**src/hdl/alc_cfg.svh**
```systemverilog
// constants for the serial transport stream line coding block
`ifndef ALC_CFG_SVH
`define ALC_CFG_SVH

`define ALC_LINE_MBAUD  270
`define ALC_LINE_PPM    100
`define ALC_WORD_BITS   10
`define ALC_SLOT_LAST   4'h9
`define ALC_SYNC_MIN    2'h2
`define ALC_PKT_LEN     8'hBC
`define ALC_PKT_LEN_RS  8'hCC
`define ALC_K285_BYTE   8'hBC
`define ALC_COMMA_NEG   10'h17C
`define ALC_COMMA_POS   10'h283
`define ALC_ERR_LIMIT   3'h4

`endif

```
**src/hdl/alc_pkg.sv**
```systemverilog
// types and code tables for the serial transport stream line coding block
package alc_pkg;

  typedef enum logic {ALC_HUNT, ALC_LOCK} alc_rx_st_t;

  // 6-bit sub-block, written abcdei with a in the msb, negative disparity column
  function automatic logic [5:0] alc_tab6(input logic [4:0] x);
    logic [5:0] t;
    case (x)
      5'h00: t = 6'h27; 5'h01: t = 6'h1D; 5'h02: t = 6'h2D; 5'h03: t = 6'h31;
      5'h04: t = 6'h35; 5'h05: t = 6'h29; 5'h06: t = 6'h19; 5'h07: t = 6'h38;
      5'h08: t = 6'h39; 5'h09: t = 6'h25; 5'h0A: t = 6'h15; 5'h0B: t = 6'h34;
      5'h0C: t = 6'h0D; 5'h0D: t = 6'h2C; 5'h0E: t = 6'h1C; 5'h0F: t = 6'h17;
      5'h10: t = 6'h1B; 5'h11: t = 6'h23; 5'h12: t = 6'h13; 5'h13: t = 6'h32;
      5'h14: t = 6'h0B; 5'h15: t = 6'h2A; 5'h16: t = 6'h1A; 5'h17: t = 6'h3A;
      5'h18: t = 6'h33; 5'h19: t = 6'h26; 5'h1A: t = 6'h16; 5'h1B: t = 6'h36;
      5'h1C: t = 6'h0E; 5'h1D: t = 6'h2E; 5'h1E: t = 6'h1E; default: t = 6'h2B;
    endcase
    return t;
  endfunction

  // 4-bit sub-block, written fghj with f in the msb, negative disparity column
  function automatic logic [3:0] alc_tab4(input logic [2:0] y);
    logic [3:0] t;
    case (y)
      3'h0: t = 4'hB; 3'h1: t = 4'h9; 3'h2: t = 4'h5; 3'h3: t = 4'hC;
      3'h4: t = 4'hD; 3'h5: t = 4'hA; 3'h6: t = 4'h6; default: t = 4'hE;
    endcase
    return t;
  endfunction

endpackage

```
**src/hdl/alc_enc.sv**
```systemverilog
// byte to ten-bit word encoder with running disparity
`timescale 1ns/100ps
module alc_enc (
  // byte in
  input  wire logic [7:0] data_i,
  input  wire logic       ctrl_i,
  input  wire logic       rd_i,
  // word out, bit 0 is sent first
  output logic      [9:0] code_o,
  output logic            rd_o
);

  wire logic [4:0] x_w    = data_i[4:0];
  wire logic [2:0] y_w    = data_i[7:5];
  // the control path only ever carries the comma character
  wire logic [5:0] t6_w   = ctrl_i ? 6'h0F : alc_pkg::alc_tab6(x_w);
  wire logic       unb6_w = ($countones(t6_w) != 3);
  wire logic       flip6_w = rd_i & (unb6_w | (t6_w == 6'h38));
  wire logic [5:0] six_w  = flip6_w ? ~t6_w : t6_w;
  wire logic       rd_mid_w = rd_i ^ unb6_w;
  // alternate 7 avoids a run of five equal bits across the sub-block seam
  wire logic       alt7_w = (y_w == 3'h7) &
                            ((!rd_mid_w & ((x_w == 5'h11) | (x_w == 5'h12) | (x_w == 5'h14))) |
                             (rd_mid_w & ((x_w == 5'h0B) | (x_w == 5'h0D) | (x_w == 5'h0E))));
  wire logic [3:0] t4_w   = alt7_w ? 4'h7 : alc_pkg::alc_tab4(y_w);
  wire logic       unb4_w = ($countones(t4_w) != 2);
  wire logic       flip4_w = rd_mid_w & (unb4_w | (t4_w == 4'hC));
  wire logic [3:0] kfour_w = rd_mid_w ? 4'hA : 4'h5;
  wire logic [3:0] four_w = ctrl_i ? kfour_w : (flip4_w ? ~t4_w : t4_w);

  assign code_o = {four_w[0], four_w[1], four_w[2], four_w[3],
                   six_w[0], six_w[1], six_w[2], six_w[3], six_w[4], six_w[5]};
  assign rd_o   = ctrl_i ? rd_mid_w : (rd_mid_w ^ unb4_w);

endmodule

```
**src/hdl/alc_link.sv**
```systemverilog
// transmit and receive line coding and alignment for the serial transport stream link
`timescale 1ns/100ps
`include "alc_cfg.svh"

module alc_link (
  // clock and reset
  input  wire logic       ref_clk_i,
  input  wire logic       rst_b_i,
  // transmit byte source
  input  wire logic [7:0] tx_data_i,
  input  wire logic       tx_valid_i,
  input  wire logic       tx_rs_mode_i,
  output logic            tx_ready_o,
  // transmit line
  output logic            tx_ser_o,
  output logic            tx_word_stb_o,
  // receive line
  input  wire logic       rx_ser_i,
  // receive byte sink
  output logic      [7:0] rx_data_o,
  output logic            rx_valid_o,
  output logic            rx_err_o,
  output logic            rx_locked_o
);

  ////////////////////////////////////////////////////////////////////////////
  // transmit side

  logic [3:0] div_r;
  logic [9:0] tx_sh_r;
  logic       rd_r;
  logic [1:0] sync_cnt_r;
  logic [7:0] idx_r;
  logic [9:0] enc_code_w;
  logic       enc_rd_w;

  wire logic       slot_w    = (div_r == `ALC_SLOT_LAST);
  wire logic [7:0] pkt_last_w = (tx_rs_mode_i ? `ALC_PKT_LEN_RS : `ALC_PKT_LEN) - 8'h01;
  wire logic       gate_ok_w = (idx_r != 8'h00) | (sync_cnt_r >= `ALC_SYNC_MIN);
  wire logic       take_w    = slot_w & tx_valid_i & gate_ok_w;

  assign tx_ready_o    = slot_w & gate_ok_w;
  assign tx_word_stb_o = slot_w;
  assign tx_ser_o      = tx_sh_r[0];

  alc_enc u_enc (
    .data_i (take_w ? tx_data_i : `ALC_K285_BYTE),
    .ctrl_i (~take_w),
    .rd_i   (rd_r),
    .code_o (enc_code_w),
    .rd_o   (enc_rd_w)
  );

  always_ff @(posedge ref_clk_i or negedge rst_b_i) begin
    if (!rst_b_i) begin
      div_r <= 4'h0;
    end else begin
      div_r <= slot_w ? 4'h0 : div_r + 4'h1;
    end
  end

  always_ff @(posedge ref_clk_i or negedge rst_b_i) begin
    if (!rst_b_i) begin
      tx_sh_r <= `ALC_COMMA_NEG;
      // the reset word is a negative comma, so the line leaves reset at positive disparity
      rd_r    <= 1'b1;
    end else if (slot_w) begin
      tx_sh_r <= enc_code_w;
      rd_r    <= enc_rd_w;
    end else begin
      tx_sh_r <= {tx_sh_r[0], tx_sh_r[9:1]};
    end
  end

  always_ff @(posedge ref_clk_i or negedge rst_b_i) begin
    if (!rst_b_i) begin
      sync_cnt_r <= 2'h0;
      idx_r      <= 8'h00;
    end else if (take_w) begin
      sync_cnt_r <= 2'h0;
      idx_r      <= (idx_r >= pkt_last_w) ? 8'h00 : idx_r + 8'h01;
    end else if (slot_w && sync_cnt_r != 2'h3) begin
      sync_cnt_r <= sync_cnt_r + 2'h1;
    end
  end

  ////////////////////////////////////////////////////////////////////////////
  // receive side

  alc_pkg::alc_rx_st_t st_r;
  logic [9:0] rx_sh_r;
  logic [3:0] bit_cnt_r;
  logic [2:0] err_cnt_r;
  logic [4:0] dec_x;
  logic [2:0] dec_y;
  logic       ok6;
  logic       ok4;

  wire logic comma_w = (rx_sh_r == `ALC_COMMA_NEG) | (rx_sh_r == `ALC_COMMA_POS);
  wire logic wb_w    = comma_w | ((st_r == alc_pkg::ALC_LOCK) & (bit_cnt_r == `ALC_SLOT_LAST));
  wire logic [5:0] rx6_w = {rx_sh_r[0], rx_sh_r[1], rx_sh_r[2], rx_sh_r[3], rx_sh_r[4], rx_sh_r[5]};
  wire logic [3:0] rx4_w = {rx_sh_r[6], rx_sh_r[7], rx_sh_r[8], rx_sh_r[9]};
  wire logic code_err_w  = wb_w & ~comma_w & ~(ok6 & ok4);

  always_comb begin
    logic [5:0] t6;
    logic [3:0] t4;
    t6    = 6'h00;
    t4    = 4'h0;
    dec_x = 5'h00;
    dec_y = 3'h0;
    ok6   = 1'b0;
    ok4   = 1'b0;
    for (int i = 0; i < 32; i++) begin
      t6 = alc_pkg::alc_tab6(i[4:0]);
      if (rx6_w == t6 || (rx6_w == ~t6 && ($countones(t6) != 3 || t6 == 6'h38))) begin
        dec_x = i[4:0];
        ok6   = 1'b1;
      end
    end
    for (int j = 0; j < 8; j++) begin
      t4 = alc_pkg::alc_tab4(j[2:0]);
      if (rx4_w == t4 || (rx4_w == ~t4 && ($countones(t4) != 2 || t4 == 4'hC))) begin
        dec_y = j[2:0];
        ok4   = 1'b1;
      end
    end
    if (rx4_w == 4'h7 || rx4_w == 4'h8) begin
      dec_y = 3'h7;
      ok4   = 1'b1;
    end
  end

  always_ff @(posedge ref_clk_i or negedge rst_b_i) begin
    if (!rst_b_i) begin
      rx_sh_r   <= 10'h000;
      bit_cnt_r <= 4'h0;
    end else begin
      rx_sh_r   <= {rx_ser_i, rx_sh_r[9:1]};
      bit_cnt_r <= wb_w ? 4'h0 : bit_cnt_r + 4'h1;
    end
  end

  // repeated bad words mean the boundary is wrong, so go back to hunting
  always_ff @(posedge ref_clk_i or negedge rst_b_i) begin
    if (!rst_b_i) begin
      st_r      <= alc_pkg::ALC_HUNT;
      err_cnt_r <= 3'h0;
    end else begin
      case (st_r)
        alc_pkg::ALC_HUNT: begin
          err_cnt_r <= 3'h0;
          if (comma_w) begin
            st_r <= alc_pkg::ALC_LOCK;
          end
        end
        alc_pkg::ALC_LOCK: begin
          if (code_err_w) begin
            err_cnt_r <= err_cnt_r + 3'h1;
            if (err_cnt_r + 3'h1 >= `ALC_ERR_LIMIT) begin
              st_r <= alc_pkg::ALC_HUNT;
            end
          end else if (wb_w) begin
            err_cnt_r <= 3'h0;
          end
        end
        default: st_r <= alc_pkg::ALC_HUNT;
      endcase
    end
  end

  always_ff @(posedge ref_clk_i or negedge rst_b_i) begin
    if (!rst_b_i) begin
      rx_data_o  <= 8'h00;
      rx_valid_o <= 1'b0;
      rx_err_o   <= 1'b0;
    end else begin
      rx_valid_o <= wb_w & ~comma_w & ok6 & ok4 & (st_r == alc_pkg::ALC_LOCK);
      rx_err_o   <= code_err_w & (st_r == alc_pkg::ALC_LOCK);
      if (wb_w && !comma_w) begin
        rx_data_o <= {dec_y, dec_x};
      end
    end
  end

  assign rx_locked_o = (st_r == alc_pkg::ALC_LOCK);
endmodule

```
**config.mk**
```make
export PLATFORM = sky130hd
export DESIGN_NAME = alc_link
export DESIGN_NICKNAME = d
export VERILOG_FILES = /design/src/hdl/alc_pkg.sv /design/src/hdl/alc_enc.sv /design/src/hdl/alc_link.sv
export VERILOG_INCLUDE_DIRS = /design/src /design/src/hdl
export SDC_FILE = /design/constraint.sdc
export NUM_CORES = 1
export LEC_CHECK = 0
export ABC_AREA = 1
export BUFFER_PORTS_ARGS = -buffer_cell sky130_fd_sc_hd__buf_2
export CAP_MARGIN = 10
export CORE_ASPECT_RATIO = 1.75
export CORE_MARGIN = 10
export CORE_UTILIZATION = 59
export CTS_CLUSTER_DIAMETER = 200
export CTS_CLUSTER_SIZE = 24
export DETAILED_ROUTE_END_ITERATION = 10
export PLACE_DENSITY = 0.77
export SYNTH_ARGS = -nofsm -noshare
export SYNTH_HDL_FRONTEND = slang
export SYNTH_HIERARCHICAL = 1
export SYNTH_SLANG_ARGS = --single-unit
```
**constraint.sdc**
```tcl
create_clock -name ref_clk_i -period 7.3 [get_ports ref_clk_i]
set_input_delay 0.73 -clock ref_clk_i [delete_from_list [all_inputs] [get_ports ref_clk_i]]
set_output_delay 0.73 -clock ref_clk_i [all_outputs]
set_load 0.03 [all_outputs]
```
---- Word level (Yosys, flattened, before mapping) ----
Memories as Yosys holds them, arrays and structs flattened.
Cells that the tools add are included.
W data, S select, Z words.
operators by class
  add/sub/neg operators ................... 14
  order comparisons ....................... 3
  equal/unequal tests ..................... 83
  mux-type cells .......................... 103
  bitwise gates (word level) .............. 33
  reduce and logical (&&, ||, !) cells .... 26
operator list
  cell                    number
  $eq A6 B6 Y1 const B    24
  $mux W5                 28
  $add A32 B32 Y32        3
  $eq A6 B5 Y1 const B    14
  $ne A32 B3 Y1 const B   2
  $mux W1                 47
  $eq A4 B4 Y1 const B    10
  $eq A6 B4 Y1 const B    6
  $pmux W4 S7             1
  $mux W3                 8
  $mux W4                 6
  $logic_or A1 B1 Y1      19
  $eq A6 B3 Y1 const B    3
  $and A1 B1 Y1           16
  $eq A4 B3 Y1 const B    4
  $mux W8                 2
  $eq A5 B4 Y1 const B    3
  $eq A5 B5 Y1 const B    3
  $eq A3 B3 Y1 const B    4
  $mux W6                 2
  $add A1 B1 Y2           5
  $eq A10 B10 Y1 const B  1
  $eq A10 B9 Y1 const B   1
  $mux W10                1
  other kinds (28)        49
storage, ports and cells
  bits in registers ....................... 53
  ROM bits ................................ 192
  logic and storage cells ................. 275
  memories kept ........................... 1
memory list
  memory           depth  width  rd ports  clocked after Yosys merged registers in  wr ports  line          RTL
  (no name shown)  32     6      1         0                                        0         alc_pkg.sv:9  case (x)

---- Logic depth before layout (Yosys ltp) ----
Gate-level depths: netlist of run 1.
  word-level depth ........................ 39
  mapped depth ............................ 39
  gate-level depth less buffers ........... 38

---- Cells and area by module ----
Netlist of run 1, hierarchy kept.
modules (own cells, without submodules)
  module    times used  cells an instance  area each (um^2)  sequential area each (um^2)
  alc_link  1           371                2900.3            1335.0
  alc_enc   1           193                1116.1            0.0

---- Worst setup path after synthesis of run 1 ----
No wires, ideal clock.
  kind .................................... flip-flop to flip-flop
  start point ............................. register div_r[1]
  end point ............................... register rd_r
  library setup time ...................... 0.061 ns
  arrival time ............................ 6.756 ns
  required time ........................... 7.239 ns
  path slack .............................. 0.484 ns
  stages on the path, launching flop included .. 37
  path buffers ............................ 1
  clock period less this slack ............ 6.816 ns
  path through ............................ dfrtp_1 nor4_4 inv_2 nor2_2 nand2_2 clkbuf_1 nor2_1 inv_1 ha_1 or2_2 o211ai_1 nand3_1 nand2_1 inv_1 fa_1 fa_1 ha_1 inv_1 fa_1 inv_1 nand3_2 nand2_4 nand2_2 inv_1 nand2_2 nand3_4 nand2_1 inv_1 fa_1 inv_1 ha_1 ha_1 inv_1 o31ai_1 xor2_1 nand2_1 nand2_1
on the way
  longest elaborated chain between the ends .. 21
  elaborated cells between the ends (all ways) .. 44
ends and longest elaborated chain
  item                                                  line            RTL
  start: declaration                                    alc_link.sv:29  logic [3:0] div_r;
  start signal: assignment                              alc_link.sv:58  div_r <= slot_w ? 4'h0 : div_r + 4'h1;
  $eq A4 B4 Y1 (no line) *                              --
  $and A1 B1 Y1 * (2 in series)                         alc_link.sv:40  wire logic take_w = slot_w & tx_valid_i & gate_ok_w;
  $mux W8 (no line)                                     --
  $mem_v2 Z32 W6                                        --
  $mux W6                                               alc_enc.sv:16   wire logic [5:0] t6_w = ctrl_i ? 6'h0F : alc_pkg::alc_tab6(x_w);
  $add A1 B1 Y2 (implied by the code)                   alc_enc.sv:17   wire logic unb6_w = ($countones(t6_w) != 3);
  $add A32 B32 Y32 (implied by the code) (2 in series)  alc_enc.sv:17
  $ne A32 B3 Y1                                         alc_enc.sv:17
  (+4 left out)                                         --
  $and A1 B1 Y1                                         alc_enc.sv:22   wire logic alt7_w = (y_w == 3'h7) &
  $mux W4                                               alc_enc.sv:25   wire logic [3:0] t4_w = alt7_w ? 4'h7 : alc_pkg::alc_tab4(y_w);
  $add A1 B1 Y2 (implied by the code)                   alc_enc.sv:26   wire logic unb4_w = ($countones(t4_w) != 2);
  $add A32 B32 Y32 (implied by the code)                alc_enc.sv:26
  $ne A32 B3 Y1                                         alc_enc.sv:26
  $xor A1 B1 Y1                                         alc_enc.sv:33   assign rd_o = ctrl_i ? rd_mid_w : (rd_mid_w ^ unb4_w);
  $mux W1 *                                             alc_enc.sv:33
  net enc_rd_w                                          alc_link.sv:35  logic enc_rd_w;
  end signal: assignment                                alc_link.sv:69  rd_r <= enc_rd_w;
  end: declaration                                      alc_link.sv:31  logic rd_r;
The timed path passes the listed nets; every way through them passes the cells marked *.
A chain may end at the register's enable or synchronous reset.

---- Worst setup path after layout of run 1 ----
Ends and elaborated chain as after synthesis.

==> reports/results.md, run 1 <==
| Result | Value | Unit |
| --- | --- | --- |
| Unrepaired setup endpoints after global routing | false | - |
| Static power due to leakage | 0.00237 | uW |
| Largest net degree at the start of global routing | 54 | - |
| Hpwl dp | 7790 | microns |
| Clock sink count | 53 | - |
| Count of state elements after synthesis | 53 | - |
| Async set or reset register ratio after synthesis | 1.00 | - |
| Kind of critical path | register to register | - |
| Syn_area_per_cell | 7.12 | sq um |
| Top Ports | 27 | - |
| Die height | 129 | microns |
| CTS root buffer | sky130_fd_sc_hd__clkbuf_16 | - |
| Worst slew slack as a fraction of its limit | 0.562 | - |
| Clock H-tree levels | 2 | - |
| Site Rows | 39 | - |
| Filler instances | 585 | - |
| Wirelength per Cell | 14.4 | microns |
| Core area | 6590 | sq um |
| Count of distinct cell types in the synthesized netlist | 40 | - |
| Antenna violations before repair | 0 | - |
| Sequential fraction of the synthesis area | 0.332 | - |
| Total standard cell area after synthesis | 4020 | sq um |
| Element type at the critical path start | register | - |
| Largest voltage drop on the vdd net | 0.122 | mV |
| Worst endpoint data arrival time | 7.05 | ns |
| Number of placed instances, taps included | 667 | - |
| TritonCTS clock tree | built | - |
| Iter 0 DRT Violations | 141 | - |
| Post-DR vias/cell | 5.47 | - |
| Total number of vias | 3692 | - |
| Number of hold-repair buffers added at the cts stage | 0 | - |
| Layout-stage area growth over the synthesis result | 8.82 | % |
| Setup violation total in the final timing report | 0 | - |
| Leading cell type in the layout, fill and taps excluded | sky130_fd_sc_hd__nand2_1 | - |
| Non-Filler Instances | 675 | - |
| Buffers inserted by post-CTS timing repair | 0 | - |
| Antenna cells | 0 | - |
| Multi-input combinational cell area | 2290 | sq um |
| Die area | 10600 | sq um |
| Commonest non-fill, non-tap cells in the layout | sky130_fd_sc_hd__nand2_1, sky130_fd_sc_hd__inv_1, sky130_fd_sc_hd__nor2_1 | - |
| Nature of the critical path endpoint | register | - |
| Floorplan die width | 82.4 | microns |
| Class of the worst hold path | register to register | - |
| Delay of the slowest cell on the worst path | 0.54 | ns |
| Aggregate negative setup slack | 0 | ns |
| Maximum clock insertion buffer count | 2 | - |
| Setup Skew | 0.0111 | ns |
| Post-Place Setup Slack | 0.534 | ns |
| Source-to-sink clock delay at the later pin of the worst-skew pair | 0.29 | ns |
| Fin worst setup slack | 0.487 | ns |
| Required time at the endpoint of the critical path | 7.54 | ns |
| Cell depth of the worst hold path | 0 | - |
| Cell with the most instances on the worst path | sky130_fd_sc_hd__inv_1 | - |
| Max Transition Viols Final | 0 | - |
| YS warnings | 6 | - |
| Fraction of final layout cells with drive strength greater than 1 | 0.138 | - |
| Final net count | 636 | - |
| Number of search-and-repair iterations in the first detailed-routing pass | 5 | - |
| P per Cell Area | 232 | nW/um^2 |
| Max frequency | 147 | MHz |
| Post-route minimum period | 6.81 | ns |
| Via count of the first global-routing pass | 3730 | - |
| Wirelength, routed | 9710 | microns |
| Final-report hold violation count | 0 | - |
| Number of maximum-capacitance violations | 0 | - |
| Remaining number of nets flagged by the antenna check after routing | 0 | - |
| Master of the slowest instance on the critical path | sky130_fd_sc_hd__fa_1 | - |
| Remaining routing DRC violations | 0 | - |
| Final global-route overflow total | 0 | - |
| Seq. cell area | 1340 | sq um |
| Biggest fanout along the worst timing path | 20 | - |
| Final RePlAce weighted congestion | 0.981 | - |
| Wire length of the first global-routing pass | 16800 | microns |
| Number of buffers created by CTS | 5 | - |
| FF-to-FF path depth | 34 | - |
| Number of buffers added on ports | 26 | - |
| Run status | finished, final reports clean | - |
| Predominant post-synthesis flop cell | sky130_fd_sc_hd__dfrtp_1 | - |
| Total nets after synthesis | 608 | - |
| Count of flip-flops with a built-in enable after synthesis | 0 | - |
| Synthesized instance count | 564 | - |
| Clock-pin slew of the registers on the worst-case setup and hold paths | 0.07 | ns |
| Share of the clock period used by the worst path | 0.933 | - |
| Initial Util | 0.610 | - |
| All-Layer GR Usage | 0.196 | - |
| Slew @ Worst Pin | 0.657 | ns |
-- area by class of cell --
class	instances	share of cell area
flip-flops and latches	53	0.305
repair buffers	29	0.0349
inverters	93	0.0799
multi-input cells	410	0.524
clock buffers	7	0.0303
well taps	82	0.0235
clock inverters	1	0.00172
-- final timing paths --
| check | to | slack [ns] | startpoint |
|---|---|---|---|
| max | rd_r$_DFFE_PN1P_ | 0.49 | div_r[1]$_DFF_PN0_ |
| min | rx_sh_r[8]$_DFF_PN0_ | 0.43 | rx_sh_r[9]$_DFF_PN0_ |
| max reg2reg | rd_r$_DFFE_PN1P_ | 0.49 | div_r[1]$_DFF_PN0_ |
| min reg2reg | rx_sh_r[8]$_DFF_PN0_ | 0.43 | rx_sh_r[9]$_DFF_PN0_ |
| max in group asynchronous | bit_cnt_r[3]$_DFF_PN0_ | 6.30 | rst_b_i |
| min in group asynchronous | idx_r[3]$_DFFE_PN0P_ | 0.54 | rst_b_i |
-- per-stage QoR --
| step | instance area, sq um | utilization | hold WS [ns] | total power (uW) |
|---|---|---|---|---|
| global placement | 4230 | 0.642 | 0.403 | 771 |
| CTS | 4370 | 0.663 | 0.424 | 1020 |
| detailed placement | 4230 | 0.642 | 0.410 | 785 |
| global route | 4370 | 0.663 | 0.431 | 1090 |
| floorplan | 4020 | - | 0.369 | 690 |
| finish | 4370 | 0.663 | 0.427 | 1010 |
-- synthesized netlist by cell type, types with 5 or more instances --
cell,instances,share of area
sky130_fd_sc_hd__a21oi_1,12,0.015
sky130_fd_sc_hd__dfrtp_1,46,0.29
sky130_fd_sc_hd__dfstp_2,7,0.046
sky130_fd_sc_hd__ha_1,27,0.084
sky130_fd_sc_hd__inv_1,88,0.082
sky130_fd_sc_hd__inv_2,5,0.0047
sky130_fd_sc_hd__nand2_1,138,0.13
sky130_fd_sc_hd__nand2_2,7,0.011
sky130_fd_sc_hd__nand3_1,49,0.061
sky130_fd_sc_hd__nand4_1,10,0.016
sky130_fd_sc_hd__nor2_1,56,0.052
sky130_fd_sc_hd__nor2_2,7,0.011
sky130_fd_sc_hd__nor3_1,11,0.014
sky130_fd_sc_hd__o21ai_0,24,0.030
sky130_fd_sc_hd__o22ai_1,13,0.020
sky130_fd_sc_hd__or2_2,8,0.012
sky130_fd_sc_hd__xor2_1,5,0.011
-- kinds of logic after synthesis --
logic type | Yosys count | synth area share
mux | 1 | 0.00249
buf+inv | 101 | 0.0978
xor+xnor | 7 | 0.0153
fa+ha+maj | 31 | 0.104
flops | 53 | 0.332
compound gates | 62 | 0.0879
simple gates | 309 | 0.360
-- layer usage --
layer / routed length, microns / part of all wire / vias up / track usage
li1: - / - / 1866 / -
met1: 3540 / 0.36 / 1717 / 0.193
met2: 5530 / 0.57 / 74 / 0.373
met3: 206 / 0.021 / 35 / 0.0222
met4: 426 / 0.044 / 0 / 0.108
met5: 0 / 0 / - / 0
-- worst max-delay path, delay by kind of cell, from the launching register on --
kind            cells  cell delay [ns]
compound gates      2             0.33
xor+xnor            1             0.17
fa+ha+maj           7             2.67
buf+inv             9             0.80
flops               1             0.45
simple gates       15             2.33
-- state kept, by name, indices dropped and copies added, names as in the netlist --
register and count:
bit_cnt_r 4, div_r 4, err_cnt_r 3, idx_r 8
rd_r 1, rx_data_o 8, rx_err_o 1, rx_locked_o 1
rx_sh_r 10, rx_valid_o 1, sync_cnt_r 2, tx_sh_r 10
-- where the power goes --
group | switching, uW | internal [uW] | leakage (uW) | total (uW)
Combinational | 240 | 137 | 0.00166 | 377
Sequential | 36.6 | 367 | 0.000647 | 404
Clock | 103 | 128 | 0.0000641 | 231
-- what timing repair did --
item,CTS,global route
gates resized for setup,0,1
endpoints found under the setup margin,0,1
hold endpoints to repair,0,0
No activity file was read; power rests on OpenSTA's default activity.
==> inputs of run 2 (changes only) <==
ABC_AREA = unset   (was 1)
GPL_TIMING_DRIVEN = 0   (was unset)
==> run 2 against run 1 <==
Against the previous run: clock skew is essentially flat; global-route usage shrank 1.6 points; synthesized cell count shrank 13%; power grew 4.3%; count of clock-buffer cells in the layout shrank 1; flip-flop and latch count is the same; synthesized area grew 5.3%; via count grew 1.7%; final cell count shrank 8.6%; worst hold slack lost 0.063 ns; critical path depth shrank 1; sequential share of layout area shrank 2.8 points.
==> reports/results.md, run 2 <==
| Result | Value | Unit | vs previous |
| --- | --- | --- | --- |
| Count of distinct cell types in the synthesized netlist | 80 | - | +100% |
| Post-route minimum period | 7.01 | ns | +0.201 ns |
| Setup violation total in the final timing report | 0 | - | unchanged |
| Final net count | 576 | - | -9.4% |
| Wire length of the first global-routing pass | 17200 | microns | +1.9% |
| Element type at the critical path start | register | - |  |
| Startpoint of the lowest-slack register-to-register path | sync_cnt_r[1]$_DFFE_PN0P_ | - |  |
| Post-DR vias/cell | 6.09 | - | +11% |
| Slew @ Worst Pin | 0.665 | ns | +0.00816 ns |
| Number of hold-repair buffers added at the cts stage | 0 | - | unchanged |
| Top cell type's share of synthesized area | 0.272 | - | -0.0143 |
| Multi-input combinational cell area | 2670 | sq um | +17% |
| Number of buffers and inverters on the critical path | 8 | - | -1 |
| Setup Skew | 0.0107 | ns | -0.000369 ns |
| Kind of critical path | register to register | - |  |
| Dominant cells by area after synthesis | sky130_fd_sc_hd__dfrtp_1, sky130_fd_sc_hd__ha_1, sky130_fd_sc_hd__nand2_1, sky130_fd_sc_hd__dfstp_2, sky130_fd_sc_hd__inv_1 | - |  |
| Final Instance Area | 4810 | sq um | +10% |
| Most numerous cell in the Yosys netlist | sky130_fd_sc_hd__nand2_1 | - |  |
| Fraction of final layout cells with drive strength greater than 1 | 0.191 | - | +0.0531 |
| Cell class contributing the biggest share of worst-path delay | adder cells | - |  |
| Biggest fanout along the worst timing path | 14 | - | -30% |
| Number of placed instances, taps included | 599 | - | -10% |
| Required time at the endpoint of the critical path | 7.54 | ns | about the same |
| Seq. cell area | 1340 | sq um | unchanged |
| Sequential fraction of the synthesis area | 0.316 | - | -0.0166 |
| Maximum clock insertion buffer count | 2 | - | unchanged |
| Worst endpoint data arrival time | 7.26 | ns | +0.21 ns |
| Number of maximum-capacitance violations | 0 | - | unchanged |
| Via count of the first global-routing pass | 3737 | - | +0.19% |
| Clock H-tree levels | 2 | - | unchanged |
| Antenna violations before repair | 0 | - | unchanged |
| Leading cell type in the layout, fill and taps excluded | sky130_fd_sc_hd__nand2_1 | - |  |
| Floorplan die width | 84.0 | microns | +2.0% |
| Final RePlAce weighted congestion | 0.942 | - | -4.0% |
| Site Rows | 40 | - | +2.6% |
| Antenna cells | 0 | - | unchanged |
| Remaining routing DRC violations | 0 | - | unchanged |
| Total nets after synthesis | 533 | - | -12% |
| CTS root buffer | sky130_fd_sc_hd__clkbuf_16 | - |  |
| Share of the clock period used by the worst path | 0.961 | - | +0.0275 |
| Largest net degree at the start of global routing | 54 | - | unchanged |
| Commonest cells post-synth | sky130_fd_sc_hd__nand2_1, sky130_fd_sc_hd__dfrtp_1, sky130_fd_sc_hd__inv_1, sky130_fd_sc_hd__nor2_1, sky130_fd_sc_hd__ha_1 | - |  |
| Filler instances | 566 | - | -3.2% |
| Async set or reset register ratio after synthesis | 1.00 | - | unchanged |
| Die area | 11100 | sq um | +4.2% |
| Number of buffers created by CTS | 5 | - | unchanged |
| Layout-stage area growth over the synthesis result | 13.7 | % |  |
| Final-report hold violation count | 0 | - | unchanged |
| Commonest non-fill, non-tap cells in the layout | sky130_fd_sc_hd__nand2_1, sky130_fd_sc_hd__dfrtp_1, sky130_fd_sc_hd__nor2_1, sky130_fd_sc_hd__buf_2, sky130_fd_sc_hd__inv_1 | - |  |
| Synthesized instance count | 489 | - | -13% |
| Die height | 132 | microns | +2.2% |
| Placed cell area | 4460 | sq um | +5.6% |
| P per Cell Area | 219 | nW/um^2 | -5.2% |
| Predominant post-synthesis flop cell | sky130_fd_sc_hd__dfrtp_1 | - |  |
| Run status | finished, final reports clean | - |  |
| Delay of the slowest cell on the worst path | 0.53 | ns | about the same |
| Max frequency | 143 | MHz | -2.9% |
| Final global-route overflow total | 0 | - | unchanged |
| Count of state elements after synthesis | 53 | - | unchanged |
| Syn_area_per_cell | 8.65 | sq um | +21% |
| Core area | 6910 | sq um | +4.8% |
| Nature of the critical path endpoint | register | - |  |
| Wirelength per Cell | 16.6 | microns | +15% |
| Non-Filler Instances | 617 | - | -8.6% |
| Top Ports | 27 | - | unchanged |
| Wirelength, routed | 10200 | microns | +5.5% |
| Hpwl dp | 7510 | microns | -3.5% |
| Count of flip-flops with a built-in enable after synthesis | 0 | - | unchanged |
| Remaining number of nets flagged by the antenna check after routing | 0 | - | unchanged |
| Worst slew slack as a fraction of its limit | 0.556 | - | -0.00630 |
| Clock sink count | 53 | - | unchanged |
| Number of search-and-repair iterations in the first detailed-routing pass | 5 | - | unchanged |
| Class of the worst hold path | input port to async pin | - |  |
| Initial Util | 0.612 | - | +0.00245 |
| Iter 0 DRT Violations | 256 | - | +82% |
| Registers with the highest flip-flop counts | rx_sh_r: 10 flops, tx_sh_r: 10 flops | - |  |
| Worst reg-to-reg setup slack | 0.29 | ns | -0.20 ns |
| Aggregate negative setup slack | 0 | ns | unchanged |
| TritonCTS clock tree | built | - |  |
| Number of buffers added on ports | 26 | - | unchanged |
| YS warnings | 6 | - | unchanged |
| Cell accounting for the most synthesized area | sky130_fd_sc_hd__dfrtp_1 | - |  |
| Max Transition Viols Final | 0 | - | unchanged |
| Source-to-sink clock delay at the later pin of the worst-skew pair | 0.30 | ns | about the same |
| Start point of the critical path | sync_cnt_r[1]$_DFFE_PN0P_ | - |  |
| Static power due to leakage | 0.00222 | uW | -6.5% |
| Clock-pin slew of the registers on the worst-case setup and hold paths | 0.07 | ns | about the same |
| Master of the slowest instance on the critical path | sky130_fd_sc_hd__fa_1 | - |  |
| Total number of vias | 3755 | - | +1.7% |
| Total standard cell area after synthesis | 4230 | sq um | +5.3% |
| All-Layer GR Usage | 0.180 | - | -0.0155 |
| Largest voltage drop on the vdd net | 0.163 | mV | +34% |
[run 2: final timing paths]
path | endpoint | depth (start not counted)
max in group asynchronous | tx_sh_r[4]$_DFF_PN1_ | 2
max reg2reg | rd_r$_DFFE_PN1P_ | 33
min in group ref_clk_i | rx_sh_r[0]$_DFF_PN0_ | 0
min | idx_r[3]$_DFFE_PN0P_ | 1
max | rd_r$_DFFE_PN1P_ | 33
min reg2reg | rx_sh_r[0]$_DFF_PN0_ | 0
[run 2: cell type report]
type | instances | share of cell area
buffer | 26 | 0.0356
clock buffer | 6 | 0.0268
clock inverter | 2 | 0.00807
inverter | 36 | 0.0286
multi-input combinational | 374 | 0.556
sequential | 53 | 0.278
tap | 84 | 0.0219
timing repair buffer | 36 | 0.0453
[run 2: power breakdown]
group	internal [uW]	total, uW	switching [uW]	leakage (uW)
combinational	166	386	220	0.00149
sequential	363	401	38.4	0.000648
clock	163	268	105	0.0000810
total	691	1060	364	0.00222
[run 2: timing repair]
action                                  CTS  global route
resized for setup                         6            13
buffers inserted                          4             5
pin swaps                                 1             5
endpoints found under the setup margin    1             1
[run 2: cells by family (layout without fill, tap and decap cells)]
group | count (synthesis) | in the layout | synth area share
AND/OR/NAND/NOR | 200 | 200 | 0.246
AO/OA/AOI/OAI | 116 | 116 | 0.210
buffers and inverters | 62 | 106 | 0.0675
flip-flops | 53 | 53 | 0.316
adder cells (fa/ha/maj) | 31 | 31 | 0.0988
XOR/XNOR | 17 | 17 | 0.0352
multiplexers | 10 | 10 | 0.0269
[run 2: per-stage QoR]
stage	setup WS, ns	hold slack [ns]	util	power [uW]
after global routing	-0.00525	0.386	0.696	1120
final	0.287	0.364	0.696	1060
after CTS	0.0302	0.376	0.681	1050
after global placement	-0.452	0.356	0.646	738
after detailed placement	-0.577	0.371	0.646	752
after floorplan	0.0737	0.352	-	667
[run 2: routing by layer]
layer,track usage,vias up,wire length (microns)
li1,-,1813,-
met1,0.183,1833,3890
met2,0.342,87,5830
met3,0.0241,22,266
met4,0.0897,0,259
met5,0,-,0
==> inputs of run 3 (changes only) <==
GPL_TIMING_DRIVEN = unset   (was 0)
==> run 3 against run 2 <==
Against the previous run: register-to-register slack better by 0.23 ns; count of clock-buffer cells in the layout is the same; global-route usage is 0.83 points lower; combinational power decreased by 8.3%; non-clock buffer count shrank 27; critical path type unchanged.
==> reports/results.md, run 3 (synthesized netlist as in run 2, its figures left out) <==
| Result | Value | Unit | vs previous |
| --- | --- | --- | --- |
| Run status | finished, final reports clean | - |  |
| Core area | 6910 | sq um | unchanged |
| Source of the worst hold timing path | tx_sh_r[1]$_DFF_PN0_ | - |  |
| Worst endpoint data arrival time | 7.02 | ns | -0.24 ns |
| Floorplan die width | 84.0 | microns | unchanged |
| Layout-stage area growth over the synthesis result | 7.99 | % |  |
| Final-report hold violation count | 0 | - | unchanged |
| Class of the worst hold path | register to register | - |  |
| TritonCTS clock tree | built | - |  |
| Number of buffers created by CTS | 5 | - | unchanged |
| Antenna violations before repair | 0 | - | unchanged |
| Largest voltage drop on the vdd net | 0.158 | mV | -3.0% |
| Slew @ Worst Pin | 0.809 | ns | +0.144 ns |
| Startpoint of the lowest-slack register-to-register path | idx_r[0]$_DFFE_PN0P_ | - |  |
| Final Instance Area | 4570 | sq um | -5.0% |
| All-Layer GR Usage | 0.172 | - | -0.00827 |
| Commonest non-fill, non-tap cells in the layout | sky130_fd_sc_hd__nand2_1, sky130_fd_sc_hd__dfrtp_1, sky130_fd_sc_hd__inv_1, sky130_fd_sc_hd__nor2_1, sky130_fd_sc_hd__ha_1 | - |  |
| P per Cell Area | 218 | nW/um^2 | -0.45% |
| Static power due to leakage | 0.00211 | uW | -5.0% |
| Max frequency | 147 | MHz | +3.3% |
| Number of maximum-capacitance violations | 0 | - | unchanged |
| Required time at the endpoint of the critical path | 7.53 | ns | about the same |
| Die area | 11100 | sq um | unchanged |
| Placed cell area | 4380 | sq um | -2.0% |
| Master of the slowest instance on the critical path | sky130_fd_sc_hd__fa_1 | - |  |
| Leading cell type in the layout, fill and taps excluded | sky130_fd_sc_hd__nand2_1 | - |  |
| Setup violation total in the final timing report | 0 | - | unchanged |
| Cell depth of the worst hold path | 2 | - |  |
| Clock-pin slew of the registers on the worst-case setup and hold paths | 0.07 | ns | about the same |
| Nature of the critical path endpoint | register | - |  |
| Die height | 132 | microns | unchanged |
| Element type at the critical path start | register | - |  |
| Post-route minimum period | 6.79 | ns | -0.225 ns |
| Source-to-sink clock delay at the later pin of the worst-skew pair | 0.29 | ns | about the same |
| Worst reg-to-reg setup slack | 0.51 | ns | +0.23 ns |
| Number of buffers added on ports | 26 | - | unchanged |
| Final RePlAce weighted congestion | 0.918 | - | -2.6% |
| Antenna cells | 0 | - | unchanged |
| Remaining routing DRC violations | 0 | - | unchanged |
| Hpwl dp | 7280 | microns | -3.1% |
| Registers with the highest flip-flop counts | rx_sh_r: 10 flops, tx_sh_r: 10 flops | - |  |
| Wire length of the first global-routing pass | 16600 | microns | -3.0% |
| Final net count | 549 | - | -4.7% |
| Total number of vias | 3586 | - | -4.5% |
| Clock H-tree levels | 2 | - | unchanged |
| Share of the clock period used by the worst path | 0.930 | - | -0.0309 |
| Maximum clock insertion buffer count | 2 | - | unchanged |
| Initial Util | 0.612 | - | unchanged |
| Kind of critical path | register to register | - |  |
| Fin worst setup slack | 0.512 | ns | +0.225 ns |
| Post-DR vias/cell | 6.08 | - | -0.13% |
| Clock sink count | 53 | - | unchanged |
| Delay of the slowest cell on the worst path | 0.57 | ns | +0.04 ns |
| Final Hold Slack | 0.452 | ns | +0.0888 ns |
| Setup Skew | 0.00858 | ns | -0.00214 ns |
| Utilization after layout | 0.661 | - | -0.0351 |
| Wirelength, routed | 9620 | microns | -6.1% |
| Biggest fanout along the worst timing path | 11 | - | -3 |
| Largest net degree at the start of global routing | 54 | - | unchanged |
| Final global-route overflow total | 0 | - | unchanged |
| Via count of the first global-routing pass | 3629 | - | -2.9% |
| Worst slew slack as a fraction of its limit | 0.460 | - | -0.0963 |
| Wirelength per Cell | 16.3 | microns | -1.8% |
| Filler instances | 608 | - | +7.4% |
| Number of search-and-repair iterations in the first detailed-routing pass | 4 | - | -1 |
| Iter 0 DRT Violations | 179 | - | -30% |
| Site Rows | 40 | - | unchanged |
| Max Transition Viols Final | 0 | - | unchanged |
| Fraction of final layout cells with drive strength greater than 1 | 0.166 | - | -0.0254 |
| Top Ports | 27 | - | unchanged |
| Remaining number of nets flagged by the antenna check after routing | 0 | - | unchanged |
| Post-Place Setup Slack | 0.285 | ns | +0.863 ns |
| Reg2Reg Capture Point | rd_r$_DFFE_PN1P_ | - |  |
| FF-to-FF path depth | 29 | - | -12% |
| CTS root buffer | sky130_fd_sc_hd__clkbuf_16 | - |  |
| Endpoint of the worst hold-timing path | tx_sh_r[0]$_DFF_PN0_ | - |  |
## run 3: changes by cell type in the layout (fill, tap and decap cells not counted), moves of 2 or more
cell / before / now
sky130_fd_sc_hd__clkbuf_1: 12 / 0
sky130_fd_sc_hd__buf_2: 33 / 26
sky130_fd_sc_hd__buf_6: 3 / 0
sky130_fd_sc_hd__and3_1: 5 / 3
sky130_fd_sc_hd__and3_2: 0 / 2
sky130_fd_sc_hd__buf_12: 2 / 0
sky130_fd_sc_hd__buf_8: 2 / 0
sky130_fd_sc_hd__nor3b_1: 2 / 4
## run 3: critical path: cells and delay by family (launching register included)
family	cells	cell delay [ns]
xor+xnor	2	0.32
mux	1	0.25
simple gates	10	1.98
fa+ha+maj	8	2.65
buf+inv	5	0.49
flops	1	0.42
compound gates	3	0.63
## run 3: final cells by class
type	instances	area (sq um)	area share
multi-input cells	374	2640	0.578
flip-flops and latches	53	1340	0.292
repair buffers	35	198	0.0433
clock buffers	6	139	0.0304
inverters	36	138	0.0301
well taps	84	105	0.0230
clock inverters	2	13.8	0.00301
## run 3: routing by layer
layer | share of wire | track usage | vias to the layer above
met2 | 0.58 | 0.325 | 80
met3 | 0.027 | 0.0229 | 10
met4 | 0.014 | 0.0626 | 0
li1 | - | - | 1768
met1 | 0.38 | 0.185 | 1728
met5 | 0 | 0 | -
## run 3: worst max path at each step
stage	from	end	slack (ns)	depth (start not counted)
6_report	idx_r[0]$_DFFE_PN0P_	rd_r$_DFFE_PN1P_	0.51	29
5_1_grt	idx_r[0]$_DFFE_PN0P_	rd_r$_DFFE_PN1P_	-0.008	30
4_1_cts	sync_cnt_r[0]$_DFFE_PN0P_	rd_r$_DFFE_PN1P_	0.26	30
3_5_place_dp	sync_cnt_r[0]$_DFFE_PN0P_	rd_r$_DFFE_PN1P_	0.29	30
3_3_place_gp	sync_cnt_r[0]$_DFFE_PN0P_	rd_r$_DFFE_PN1P_	0.47	30
2_1_floorplan	sync_cnt_r[0]$_DFFE_PN0P_	rd_r$_DFFE_PN1P_	0.07	34
## run 3: repair_timing
action,in CTS,in global routing
endpoints found under the hold margin,0,0
buffers inserted,0,1
endpoints found under the setup margin,0,1
gates resized for setup,0,7
hold buffers,0,0
## run 3: power breakdown
group	internal (uW)	switching, uW	total [uW]
logic	149	204	354
clock network	136	99.5	236
registers	363	45.1	408
## run 3: per-stage QoR
step,TNS [ns],cells,power (uW)
6_report,0,590,997
5_1_grt,-0.00770,590,1070
4_1_cts,0,589,1000
3_5_place_dp,0,581,758
3_3_place_gp,0,581,745
2_1_floorplan,0,489,667
